==> src/rtl/uart_irq_defs.svh <==
// Register offsets, field positions, reset values and trigger levels of one UART channel
`ifndef UART_IRQ_DEFS_SVH
`define UART_IRQ_DEFS_SVH

`define OFS_DATA 3'h0
`define OFS_IER 3'h1
`define OFS_FCR_ISR 3'h2
`define OFS_LCR 3'h3
`define OFS_LSR 3'h5

`define IER_RX_READY 0
`define IER_TX_EMPTY 1
`define IER_LINE_STATUS 2
`define IER_MODEM 3
`define FCR_FIFO_EN 0
`define FCR_RX_CLR 1
`define FCR_TX_CLR 2
`define FCR_DMA_MODE 3
`define FCR_TRIG_LSB 6
`define LCR_DIV_ACCESS 7

`define IER_RESET 4'h0
`define LCR_RESET 8'h00
`define TRIG_RESET 2'h0

`define FIFO_DEPTH 16
`define TRIG_L0 8'h01
`define TRIG_L1 8'h04
`define TRIG_L2 8'h08
`define TRIG_L3 8'h0e

`endif

==> src/rtl/uart_irq_pkg.sv <==
// Types shared by the channel interrupt and DMA-ready logic
package uart_irq_pkg;

  typedef enum logic [3:0] {
    SRC_MODEM = 4'b0000,
    SRC_NONE = 4'b0001,
    SRC_TX_EMPTY = 4'b0010,
    SRC_RX_DATA = 4'b0100,
    SRC_LINE = 4'b0110,
    SRC_TIMEOUT = 4'b1100
  } isr_src_t;

  typedef struct packed {
    logic [3:0] interrupt_enable;
    logic fifo_en;
    logic dma_mode;
    logic [1:0] trig;
    logic [7:0] line_control_reg;
    logic overrun;
    logic thre_pend;
    logic tx_space_prev;
    logic timeout_pend;
    logic rx_dma_act;
    logic [4:0] err_cnt;
    logic irq;
    logic [7:0] rdata;
  } chan_state_t;

endpackage : uart_irq_pkg

==> src/rtl/uart_irq_dma.sv <==
// One UART channel: interrupt enables, FIFO status, interrupt source and DMA-ready pins
`timescale 1ns/10ps
`default_nettype none
`include "uart_irq_defs.svh"
// Summary of operation
// - Enable bit 3 lets the modem status interrupt through; off after reset.
// - Enable bit 2 lets the receive line status interrupt through; off after reset.
// - Enable bit 1 lets the transmitter-empty interrupt through; off after reset.
// - Enable bit 0 gives the receive interrupt at trigger level in FIFO mode.
// - Interrupt goes to a per-channel pin or a shared wire-OR request pin.
// - Trigger-level source shows in source register and clears below the level.
// - Data-ready sets when a character enters the receive FIFO, clears when empty.
// - FIFOs on with all enables clear gives polled operation through line status.
// - Line status bits 1 to 4 report overrun, parity, framing and break.
// - Line status bit 5 shows the transmit FIFO empty.
// - Line status bit 6 only when transmit FIFO and shifter are both empty.
// - Line status bit 7 shows an errored character somewhere in the receive FIFO.
// - DMA mode 0: transmit request low while the transmit FIFO or holding register is empty.
// - DMA mode 0: receive request low while a received character is held.
// - DMA mode 1: transmit interrupt set when any transmit FIFO location is free.
// - DMA mode 1: receive interrupt at trigger level; FIFO fills until full.
// - DMA mode 1: once low, receive request stays low while the FIFO holds any character.
// - FIFO control enables, clears, picks trigger level and DMA mode.
// - DMA mode 1: transmit request high when FIFO full, low otherwise.
// - DMA mode 1: receive request low on trigger or time-out until FIFO empty.
// - Trigger level comes from control bits 7:6; interrupt when count reaches it.
module uart_irq_dma
  import uart_irq_pkg::*;
#(
  parameter int DEPTH = `FIFO_DEPTH
) (
  input wire logic clock, // 100 MHz system clock
  input wire logic rst_n, // Asynchronous reset, active low
  input wire logic cs, // Chip select for this channel
  input wire logic [2:0] addr, // Register address
  input wire logic wr_stb, // One-cycle write strobe
  input wire logic rd_stb, // One-cycle read strobe
  input wire logic [7:0] wdata, // Write data
  output logic [7:0] rdata, // Read data, registered
  input wire logic bus_mode_68, // Shared wire-OR interrupt mode
  input wire logic rx_push, // Receiver delivers a character
  input wire logic [7:0] rx_char, // Received character
  input wire logic rx_par_err, // Parity error on that character
  input wire logic rx_frm_err, // Framing error on that character
  input wire logic rx_brk, // Break on that character
  input wire logic rx_timeout, // Receive time-out pulse
  input wire logic msr_change, // Modem status change pending
  input wire logic tx_pull, // Transmitter takes the head character
  input wire logic tx_shift_empty, // Transmit shifter idle
  output logic [7:0] tx_char, // Head of transmit FIFO
  output logic tx_avail, // Transmit FIFO holds a character
  output logic channel_irq, // Per-channel interrupt, active high
  output logic irq_n_out, // Shared request pin level when driven
  output logic irq_n_oe_n, // Shared request pin enable, low drives
  output logic tx_dma_request_n, // Transmit ready, active low
  output logic rx_dma_request_n // Receive ready, active low
);
  localparam int AW = $clog2(DEPTH);
  localparam int CW = AW + 1;

  // ----------------------------------------------------------------
  // Reset release
  // ----------------------------------------------------------------
  logic [1:0] rst_pipe_reg;
  logic rst_sync_n;

  always_ff @(posedge clock or negedge rst_n) begin
    if (!rst_n) begin
      rst_pipe_reg <= 2'h0;
    end else begin
      rst_pipe_reg <= {rst_pipe_reg[0], 1'b1};
    end
  end
  assign rst_sync_n = rst_pipe_reg[1];

  function automatic logic [CW-1:0] trig_level(input logic [1:0] sel);
    case (sel)
      2'h0: trig_level = CW'(`TRIG_L0);
      2'h1: trig_level = CW'(`TRIG_L1);
      2'h2: trig_level = CW'(`TRIG_L2);
      default: trig_level = CW'(`TRIG_L3);
    endcase
  endfunction : trig_level

  chan_state_t s_reg;
  chan_state_t s_next;

  // ----------------------------------------------------------------
  // Bus decode
  // ----------------------------------------------------------------
  logic gen_set;
  logic wr_thr, wr_ier, wr_fcr, wr_lcr, rd_rhr, rd_isr, rd_lsr;
  assign gen_set = cs && !s_reg.line_control_reg[`LCR_DIV_ACCESS];
  assign wr_thr = wr_stb && gen_set && addr == `OFS_DATA;
  assign wr_ier = wr_stb && gen_set && addr == `OFS_IER;
  assign wr_fcr = wr_stb && gen_set && addr == `OFS_FCR_ISR;
  assign wr_lcr = wr_stb && cs && addr == `OFS_LCR;
  assign rd_rhr = rd_stb && gen_set && addr == `OFS_DATA;
  assign rd_isr = rd_stb && gen_set && addr == `OFS_FCR_ISR;
  assign rd_lsr = rd_stb && cs && addr == `OFS_LSR;

  // ----------------------------------------------------------------
  // FIFOs
  // ----------------------------------------------------------------
  logic [CW-1:0] cap, rx_count, tx_count;
  logic rx_full, rx_empty, tx_full, tx_empty, rx_clr, tx_clr, en_change;
  logic [AW-1:0] rx_wptr, rx_rptr, tx_wptr, tx_rptr;
  logic [10:0] rx_head;
  logic rx_pop, rx_take, push_err, head_err;

  assign cap = s_reg.fifo_en ? CW'(DEPTH) : CW'(1);
  assign en_change = wdata[`FCR_FIFO_EN] != s_reg.fifo_en;
  assign rx_clr = wr_fcr && (wdata[`FCR_RX_CLR] || en_change);
  assign tx_clr = wr_fcr && (wdata[`FCR_TX_CLR] || en_change);
  assign rx_pop = rd_rhr && !rx_empty;
  assign rx_take = rx_push && !rx_full;
  assign push_err = rx_take && (rx_par_err || rx_frm_err || rx_brk);
  assign head_err = !rx_empty && |rx_head[10:8];

  fifo_ctrl #(.DEPTH(DEPTH), .AW(AW), .CW(CW)) rx_ptrs (
    .clock(clock), .rst_n(rst_sync_n), .clr(rx_clr), .push(rx_push), .pop(rx_pop),
    .cap(cap), .wptr(rx_wptr), .rptr_next(rx_rptr), .count(rx_count),
    .full(rx_full), .empty(rx_empty)
  );
  fifo_mem #(.W(11), .DEPTH(DEPTH), .AW(AW)) rx_store (
    .clock(clock), .we(rx_take), .waddr(rx_wptr),
    .wdata({rx_brk, rx_frm_err, rx_par_err, rx_char}), .raddr(rx_rptr), .rdata(rx_head)
  );
  fifo_ctrl #(.DEPTH(DEPTH), .AW(AW), .CW(CW)) tx_ptrs (
    .clock(clock), .rst_n(rst_sync_n), .clr(tx_clr), .push(wr_thr), .pop(tx_pull),
    .cap(cap), .wptr(tx_wptr), .rptr_next(tx_rptr), .count(tx_count),
    .full(tx_full), .empty(tx_empty)
  );
  fifo_mem #(.W(8), .DEPTH(DEPTH), .AW(AW)) tx_store (
    .clock(clock), .we(wr_thr && !tx_full), .waddr(tx_wptr),
    .wdata(wdata), .raddr(tx_rptr), .rdata(tx_char)
  );
  assign tx_avail = !tx_empty;

  // ----------------------------------------------------------------
  // Status and interrupt sources
  // ----------------------------------------------------------------
  logic mode1, lvl_hit, tx_space;
  logic rls_p, rdr_p, tmo_p, thr_p, msr_p, any_p;
  logic [7:0] line_status_reg;
  isr_src_t src;

  assign mode1 = s_reg.fifo_en && s_reg.dma_mode;
  assign lvl_hit = rx_count >= trig_level(s_reg.trig);
  assign tx_space = mode1 ? !tx_full : tx_empty;
  assign line_status_reg = {s_reg.fifo_en && s_reg.err_cnt != '0,
                tx_empty && tx_shift_empty,
                tx_empty,
                head_err && rx_head[10], head_err && rx_head[9],
                head_err && rx_head[8], s_reg.overrun,
                !rx_empty};
  assign rls_p = s_reg.interrupt_enable[`IER_LINE_STATUS] && (s_reg.overrun || head_err);
  assign rdr_p = s_reg.interrupt_enable[`IER_RX_READY] && (s_reg.fifo_en ? lvl_hit : !rx_empty);
  assign tmo_p = s_reg.interrupt_enable[`IER_RX_READY] && s_reg.timeout_pend;
  assign thr_p = s_reg.interrupt_enable[`IER_TX_EMPTY] && s_reg.thre_pend;
  assign msr_p = s_reg.interrupt_enable[`IER_MODEM] && msr_change;
  assign any_p = rls_p || rdr_p || tmo_p || thr_p || msr_p;

  always_comb begin
    if (rls_p) begin
      src = SRC_LINE;
    end else if (rdr_p) begin
      src = SRC_RX_DATA;
    end else if (tmo_p) begin
      src = SRC_TIMEOUT;
    end else if (thr_p) begin
      src = SRC_TX_EMPTY;
    end else if (msr_p) begin
      src = SRC_MODEM;
    end else begin
      src = SRC_NONE;
    end
  end

  // ----------------------------------------------------------------
  // Channel state
  // ----------------------------------------------------------------
  always_comb begin
    s_next = s_reg;
    if (wr_ier) begin
      s_next.interrupt_enable = wdata[3:0];
    end
    if (wr_fcr) begin
      s_next.fifo_en = wdata[`FCR_FIFO_EN];
      s_next.dma_mode = wdata[`FCR_DMA_MODE];
      s_next.trig = wdata[`FCR_TRIG_LSB +: 2];
    end
    if (wr_lcr) begin
      s_next.line_control_reg = wdata;
    end
    if (wr_thr || (rd_isr && src == SRC_TX_EMPTY)) begin
      s_next.thre_pend = 1'b0;
    end
    if ((tx_space && !s_reg.tx_space_prev) || (wr_ier && wdata[`IER_TX_EMPTY] && tx_space)) begin
      s_next.thre_pend = 1'b1;
    end
    s_next.tx_space_prev = tx_space;
    if (rd_lsr) begin
      s_next.overrun = 1'b0;
    end
    if (rx_push && rx_full) begin
      s_next.overrun = 1'b1;
    end
    if (rd_rhr || rx_clr) begin
      s_next.timeout_pend = 1'b0;
    end
    if (rx_timeout && !rx_empty) begin
      s_next.timeout_pend = 1'b1;
    end
    s_next.rx_dma_act = mode1 && !rx_empty &&
                        (s_reg.rx_dma_act || lvl_hit || s_reg.timeout_pend);
    if (rx_clr) begin
      s_next.err_cnt = '0;
    end else begin
      s_next.err_cnt = s_reg.err_cnt + 5'(push_err) - 5'(rx_pop && |rx_head[10:8]);
    end
    s_next.irq = any_p;
    if (rd_stb && cs) begin
      case (addr)
        `OFS_DATA: s_next.rdata = gen_set ? rx_head[7:0] : 8'h00;
        `OFS_IER: s_next.rdata = gen_set ? {4'h0, s_reg.interrupt_enable} : 8'h00;
        `OFS_FCR_ISR: s_next.rdata = gen_set ? {{2{s_reg.fifo_en}}, 2'h0, src} : 8'h00;
        `OFS_LCR: s_next.rdata = s_reg.line_control_reg;
        `OFS_LSR: s_next.rdata = line_status_reg;
        default: s_next.rdata = 8'h00;
      endcase
    end
  end

  always_ff @(posedge clock or negedge rst_sync_n) begin
    if (!rst_sync_n) begin
      s_reg <= '0;
      s_reg.interrupt_enable <= `IER_RESET;
      s_reg.line_control_reg <= `LCR_RESET;
      s_reg.trig <= `TRIG_RESET;
      s_reg.tx_space_prev <= 1'b1;
    end else begin
      s_reg <= s_next;
    end
  end

  // ----------------------------------------------------------------
  // Outputs
  // ----------------------------------------------------------------
  assign rdata = s_reg.rdata;
  assign channel_irq = s_reg.irq && !bus_mode_68;
  assign irq_n_out = 1'b0;
  assign irq_n_oe_n = !(s_reg.irq && bus_mode_68);
  assign tx_dma_request_n = mode1 ? tx_full : !tx_empty;
  assign rx_dma_request_n = mode1 ? !s_reg.rx_dma_act : rx_empty;
endmodule : uart_irq_dma
`default_nettype wire

==> src/rtl/fifo_mem.sv <==
// Small FIFO storage with registered read data and write bypass
`timescale 1ns/10ps
`default_nettype none
module fifo_mem #(
  parameter int W = 8,
  parameter int DEPTH = 16,
  parameter int AW = 4
) (
  input wire logic clock, // System clock
  input wire logic we, // Write strobe
  input wire logic [AW-1:0] waddr, // Write address
  input wire logic [W-1:0] wdata, // Write data
  input wire logic [AW-1:0] raddr, // Read address for next cycle
  output logic [W-1:0] rdata // Registered read data
);
  logic [W-1:0] mem [DEPTH];

  always_ff @(posedge clock) begin
    if (we) begin
      mem[waddr] <= wdata;
    end
    if (we && waddr == raddr) begin
      rdata <= wdata;
    end else begin
      rdata <= mem[raddr];
    end
  end
endmodule : fifo_mem
`default_nettype wire

==> src/rtl/fifo_ctrl.sv <==
// FIFO pointers and fill count with a run-time capacity
`timescale 1ns/10ps
`default_nettype none
module fifo_ctrl #(
  parameter int DEPTH = 16,
  parameter int AW = 4,
  parameter int CW = 5
) (
  input wire logic clock, // System clock
  input wire logic rst_n, // Synchronised reset, active low
  input wire logic clr, // Empty the FIFO
  input wire logic push, // Store one entry
  input wire logic pop, // Drop the head entry
  input wire logic [CW-1:0] cap, // Capacity in force
  output logic [AW-1:0] wptr, // Write pointer
  output logic [AW-1:0] rptr_next, // Head pointer for next cycle
  output logic [CW-1:0] count, // Fill level
  output logic full, // No room left
  output logic empty // Nothing held
);
  typedef struct packed {
    logic [AW-1:0] wptr;
    logic [AW-1:0] rptr;
    logic [CW-1:0] count;
  } ptr_state_t;

  ptr_state_t s_reg;
  ptr_state_t s_next;
  logic do_push;
  logic do_pop;

  assign full = s_reg.count >= cap;
  assign empty = s_reg.count == '0;
  assign do_push = push && !full;
  assign do_pop = pop && !empty;

  always_comb begin
    s_next = s_reg;
    if (clr) begin
      s_next = '0;
    end else begin
      if (do_push) begin
        s_next.wptr = s_reg.wptr + 1'b1;
      end
      if (do_pop) begin
        s_next.rptr = s_reg.rptr + 1'b1;
      end
      s_next.count = s_reg.count + CW'(do_push) - CW'(do_pop);
    end
  end

  always_ff @(posedge clock or negedge rst_n) begin
    if (!rst_n) begin
      s_reg <= '0;
    end else begin
      s_reg <= s_next;
    end
  end

  assign wptr = s_reg.wptr;
  assign rptr_next = s_next.rptr;
  assign count = s_reg.count;
endmodule : fifo_ctrl
`default_nettype wire

==> config.mk <==
export PLATFORM = sky130hd
export DESIGN_NAME = uart_irq_dma
export DESIGN_NICKNAME = d
export VERILOG_FILES = /design/src/rtl/uart_irq_pkg.sv /design/src/rtl/uart_irq_dma.sv /design/src/rtl/fifo_mem.sv /design/src/rtl/fifo_ctrl.sv
export VERILOG_INCLUDE_DIRS = /design/src /design/src/rtl
export SDC_FILE = /design/constraint.sdc
export NUM_CORES = 1
export LEC_CHECK = 0
export BUFFER_PORTS_ARGS = -buffer_cell sky130_fd_sc_hd__buf_2
export CORE_MARGIN = 8
export CORE_UTILIZATION = 56
export DETAILED_ROUTE_END_ITERATION = 7
export PLACE_DENSITY = 0.84
export SYNTH_ARGS = -nofsm -noshare
export SYNTH_HDL_FRONTEND = slang
export SYNTH_SLANG_ARGS = --single-unit
==> constraint.sdc <==
create_clock -name clock -period 1.9 [get_ports clock]
set_input_delay 0 -clock clock [delete_from_list [all_inputs] [get_ports clock]]
set_output_delay 0 -clock clock [all_outputs]
set_load 0.05 [all_outputs]
### Word-level counts from Yosys, hierarchy flattened

Memory sizes are Yosys's and may differ from the RTL's. A register that Yosys moved wholly into a read port is not among the register bits.
Index checks and enable logic that the tools add are counted.

* output and inout bits: 22
* bits of input ports: 33
* bits in writable memories: 304
* word-level logic and storage cells: 152
* memories: 2
* register bits: 63

* reduce and logical (&&, ||, !) cells: 77
* add/subtract/negate cells: 10
* eq/ne operators: 8
* mux-type cells: 32
* $lt $le $gt $ge: 3

Memories
* rx_store.mem: depth 16, bits a word 11, rd ports 1, clocked after memory_dff 1, write ports 1, line fifo_mem.sv:16 `logic [W-1:0] mem [DEPTH];`
* tx_store.mem: depth 16, bits a word 8, rd ports 1, clocked after memory_dff 1, write ports 1, line fifo_mem.sv:16

Operator list (number)
* 1-bit logical AND: 43
* 8-bit one-hot mux with 5 select lines: 1
* 4-bit 2-to-1 mux: 8
* 13-bit 2-to-1 mux: 2
* 4-bit by 1-bit adder with 4-bit output, second input constant: 4
* 8-bit 2-to-1 mux: 2
* 5-bit by 1-bit adder with 5-bit output: 3
* 5-bit greater-or-equal comparator: 3
* 1-bit 2-to-1 mux: 15
* 5-bit by 1-bit subtractor with 5-bit output: 3
* 1-bit logical OR: 14
* 4-bit one-hot mux with 3 select lines: 1
* 5-bit zero test: 2
* 5-bit 2-to-1 mux: 2
* 2-bit nonzero test: 5
* 1-bit zero test: 9
* 3-bit by 2-bit == test with 1-bit output, second input constant: 2
* 5-bit nonzero test: 1
* 4-bit by 2-bit == test with 1-bit output, second input constant: 1
* 3-bit by 1-bit == test with 1-bit output, second input constant: 1
* 3-bit == test, second input constant: 1
* 3-bit zero test: 1
* 3-bit OR reduction: 1
* 2-bit by 1-bit == test with 1-bit output, second input constant: 1
* 4 further kinds: 4

### Longest topological paths before layout

* depth after elaboration: 12
* gate-level depth with buffers: 17
* mapped depth without buffers: 15

### Modules after synthesis

A second synthesis with hierarchy kept.

* cells, all modules: 986
* area total of the unflattened synthesis: 16274.4 µm²

By module, submodules not included
* fifo_mem at rx_store: seq. area each 5365.1 µm², cells each 298, instances 1, area each 6899.1 µm²
* fifo_mem at tx_store: seq. area each 3923.8 µm², cells each 225, instances 1, area each 5067.4 µm²
* uart_irq_dma: seq. area each 927.1 µm², cells each 241, instances 1, area each 2263.4 µm²
* fifo_ctrl: seq. area each 325.3 µm², cells each 111, instances 2, area each 1022.2 µm²

### Worst setup path after synthesis

Ideal clock, no wire load.

* kind: register to register
* start: reg tx_ptrs.s_reg, in the netlist tx_ptrs.count[2]
* end: reg tx_ptrs.s_reg, in the netlist tx_ptrs.count[4]
* required time: 1.823 ns
* stages on the path, launching flop included: 16
* path slack: -1.366 ns
* buffers on the path: 1
* library setup time: 0.077 ns
* clock period less this slack: 3.266 ns
* arrival: 3.189 ns
* cell sequence: dfrtp_1 -> inv_1 -> ha_1 -> or4b_2 -> and2_1 -> clkbuf_1 -> ha_1 -> inv_1 -> ha_1 -> inv_1 -> fa_1 -> nor2_1 -> nor2_1 -> nor2_1 -> or3_1 -> a21oi_1

RTL lines
* start: declaration: line fifo_ctrl.sv:27 `ptr_state_t s_reg;`
* start signal: assignment: line fifo_ctrl.sv:56 `s_reg <= s_next;`

==> flow_summary.json <==
{
  "status": "complete, but fails checks",
  "violations": "negative setup slack",
  "crit_slowest_cell": "mux4_2",
  "ir_drop_v": 0.000977,
  "final.setup.worst_slack_ns": -1.16,
  "multi_input_area_um2": 5170,
  "grt_pass1_vias": 9783,
  "worstSetupEndpointType": "flop",
  "clk_latency_ns": 0.54,
  "synth_top_cell_by_area": "edfxtp_1",
  "netlist_area_um2": 15800,
  "netSwitchingPower_mw": 8.76,
  "finalCritPeriodShare_pct": 161,
  "seq_area_um2": 10900,
  "port_buffers": 53,
  "wl_per_cell_um": 25.2,
  "io_pins": 55,
  "row_count": 61,
  "r2r-end": "s_reg[13]",
  "path_clk_slew_ns": 0.06,
  "avgViaCountPerCell": 6.11,
  "crit_path_start_kind": "flop",
  "cts_tree": "built",
  "area_growth_syn_to_layout_pct": 25.4,
  "place_congestion": 0.835,
  "numCtsBuffers": 38,
  "hold_ws_ns": 0.0415,
  "yosysSeqAreaShare_pct": 68.9,
  "drive_above_1_share_pct": 39.9,
  "worst-r2r-cell-count": 14,
  "cts_sinks": 375,
  "max-clock-path-buffers": 3,
  "setup_viol": 373,
  "grt-ovfl-total": 0,
  "slowest_delay_ns": 0.52,
  "core_um2": 27800,
  "initial_utilization_pct": 56.8,
  "nNetsFinal": 1198,
  "leakage_nw": 7.11,
  "rrSetupSlack_ns": -1.16,
  "n_fill_cell": 1595,
  "drc": 0,
  "synth_area_leaders": "edfxtp_1 58%, dfrtp_1 9.8%, mux4_2 9.6%",
  "period_minus_slack_ns": 3.06,
  "crit_end": "s_reg[13]",
  "cp_max_fo": 7,
  "required_ns": 2.31,
  "dp_hpwl_um": 23400,
  "fmax_mhz": 326,
  "hold_viol_final": 0,
  "power_density_nw_per_um2": 1380,
  "p_sw_share_pct": 32.1,
  "synth-edff-count": 304,
  "ys_types": 64,
  "grt_max_degree": 62,
  "rsz0062_at_grt": "true",
  "root_buffer": "clkbuf_16",
  "worst-setup-path-type": "reg -> reg",
  "largest_reg_flops": 176,
  "route.vias.total": 9347,
  "first_pass_iters": 5,
  "slew_headroom_pct": 64.1,
  "avgSynthCellArea_um2": 17.4,
  "hold_path.class": "in -> reg",
  "synth_commonest_cells": "304 x edfxtp_1, 67 x mux4_2, 64 x nor2_1",
  "final_area_um2": 19800,
  "routed_wl_um": 38600,
  "crit_top_cell": "nor2_1",
  "n_antenna_cell": 0,
  "synthCells": 909,
  "ys_warn_count": 0,
  "yosys_register_bits": 375,
  "synthArstFlopShare_pct": 16.8,
  "comb_power_share_pct": 36.2,
  "htreeDepth": 2,
  "syn_nets": 985,
  "grt_pass1_wl_um": 57300,
  "antenna_found_initial": 0,
  "synth_most_common_cell": "edfxtp_1",
  "die_x_um": 184,
  "p_int_mw": 18.5,
  "ys.flop_type": "edfxtp_1",
  "drtAntennaViolNets": 0,
  "drv_slew": 0,
  "path_cells": "mux4_2, a22o_1, nor2_2, o21ai_2, o21a_1, ha_1, inv_2, ha_4, fa_2, a21oi_2, nor2_1, nor2_1, xnor2_1, nor2_1",
  "finalClockSkew_ns": 0.0314,
  "die_h_um": 184,
  "place_area_um2": 17900,
  "drt_iter0_drc": 901,
  "grtUsageTotal_pct": 22.4,
  "max_slew.worst_pin.slew_ns": 0.533,
  "arrival_ns": 3.47,
  "power_frac_seq_pct": 37.4,
  "synth_top_area_share_pct": 57.9,
  "maxCapViolCount": 0,
  "die-area_um2": 33800,
  "clkPwrFrac_pct": 26.3
}
[cell type report]
cell class	instances	area share [%]
inverter	43	0.853
clock buffer	49	5.17
timing repair buffer	213	9.61
multi-input combinational	451	26.1
clock inverter	21	0.879
tap	378	2.39
sequential	375	55.0
[logic make-up after synthesis]
group / synth area share [%]
AOI/OAI and AO/OA: 3.35
xor gates and xnor gates: 1.28
adders and majority gates: 3.55
other: 0.0476
DFF: 68.9
buffers and inverters: 2.59
and+or+nand+nor: 5.97
muxes: 14.3
[worst max-delay path, delay by kind of cell, from the launching register on]
kind / cells / cell delay [ns]
compound gates: 4 / 0.64
xor+xnor: 1 / 0.14
fa+ha+maj: 3 / 0.79
buf+inv: 1 / 0.04
flops: 1 / 0.43
mux: 1 / 0.52
simple gates: 4 / 0.37
[per-stage QoR]
| step | worst slack (ns) | cells | utilization [%] | total power [mW] | TNS [ns] |
|---|---|---|---|---|---|
| final | -1.16 | 1530 | 71.2 | 27.3 | -159.74 |
| after global routing | -1.26 | 1530 | 71.2 | 28.5 | -192.58 |
| after CTS | -1.15 | 1530 | 70.5 | 26.9 | -165.86 |
| after detailed placement | -1.23 | 1422 | 64.3 | 19.0 | -167.79 |
| after global placement | -1.15 | 1422 | 64.3 | 18.6 | -135.40 |
| after floorplan | -1.04 | 909 | - | 16.5 | -87.54 |
[worst min path at each step]
stage	from	end	slack (ns)	cells after the start
after global placement	rst_n	rst_pipe_reg[0]	-0.20	1
after CTS	cs	rdata[6]	0.01	5
after floorplan	rst_n	rst_pipe_reg[0]	-0.30	0
after global routing	cs	rdata[6]	0.07	5
after detailed placement	rst_n	rst_pipe_reg[0]	-0.20	1
final	cs	rdata[6]	0.04	5
[placed cells by master (no fill, tap or decap), types with 7 or more instances in the layout]
master         Yosys  routed
edfxtp_1         304     304
buf_4             11     100
mux4_2            67      81
dfrtp_1           62      59
nor2_1            64      53
buf_2              6      46
clkbuf_16          0      40
nand2_1           38      32
ha_1              40      30
inv_1             42      29
dlygate4sd3_1      0      27
buf_12             2      19
buf_6              2      18
and2_4             0      17
mux2_2            16      16
a21oi_1           18      13
inv_2              1      13
mux2i_1           18      12
xor2_1            12      12
o21ai_0           13      10
nor2_4             0      10
xnor2_1           11       9
nor3_4             0       9
ha_4               0       9
clkbuf_1          16       9
nand4_1            8       8
clkinv_1           0       8
clkinv_2           0       7
[metal layers]
layer,global-route usage [%],vias to the layer above,part of all wire [%]
li1,-,3958,-
met1,27.4,4778,36
met2,39.4,492,52
met3,3.91,119,7.3
met4,8.55,0,4.2
met5,0,-,0
[power groups by stage]
stage	Sequential, mW	Combinational, mW	Clock (mW)
after floorplan	10.2	6.35	0
after global placement	10.3	8.36	0
after detailed placement	10.3	8.64	0
after CTS	10.2	9.45	7.23
after global routing	10.3	10.6	7.57
final	10.2	9.89	7.19
[what timing repair did]
action / 4_1_cts / 5_1_grt
pin swaps: 12 / 20
endpoints found under the hold margin: 310 / 0
endpoints found under the setup margin: 371 / 373
hold buffers: 27 / 0
buffers inserted: 13 / 8
gates resized for setup: 39 / 48
cloned: 0 / 1
No activity file was read; power rests on OpenSTA's default activity.
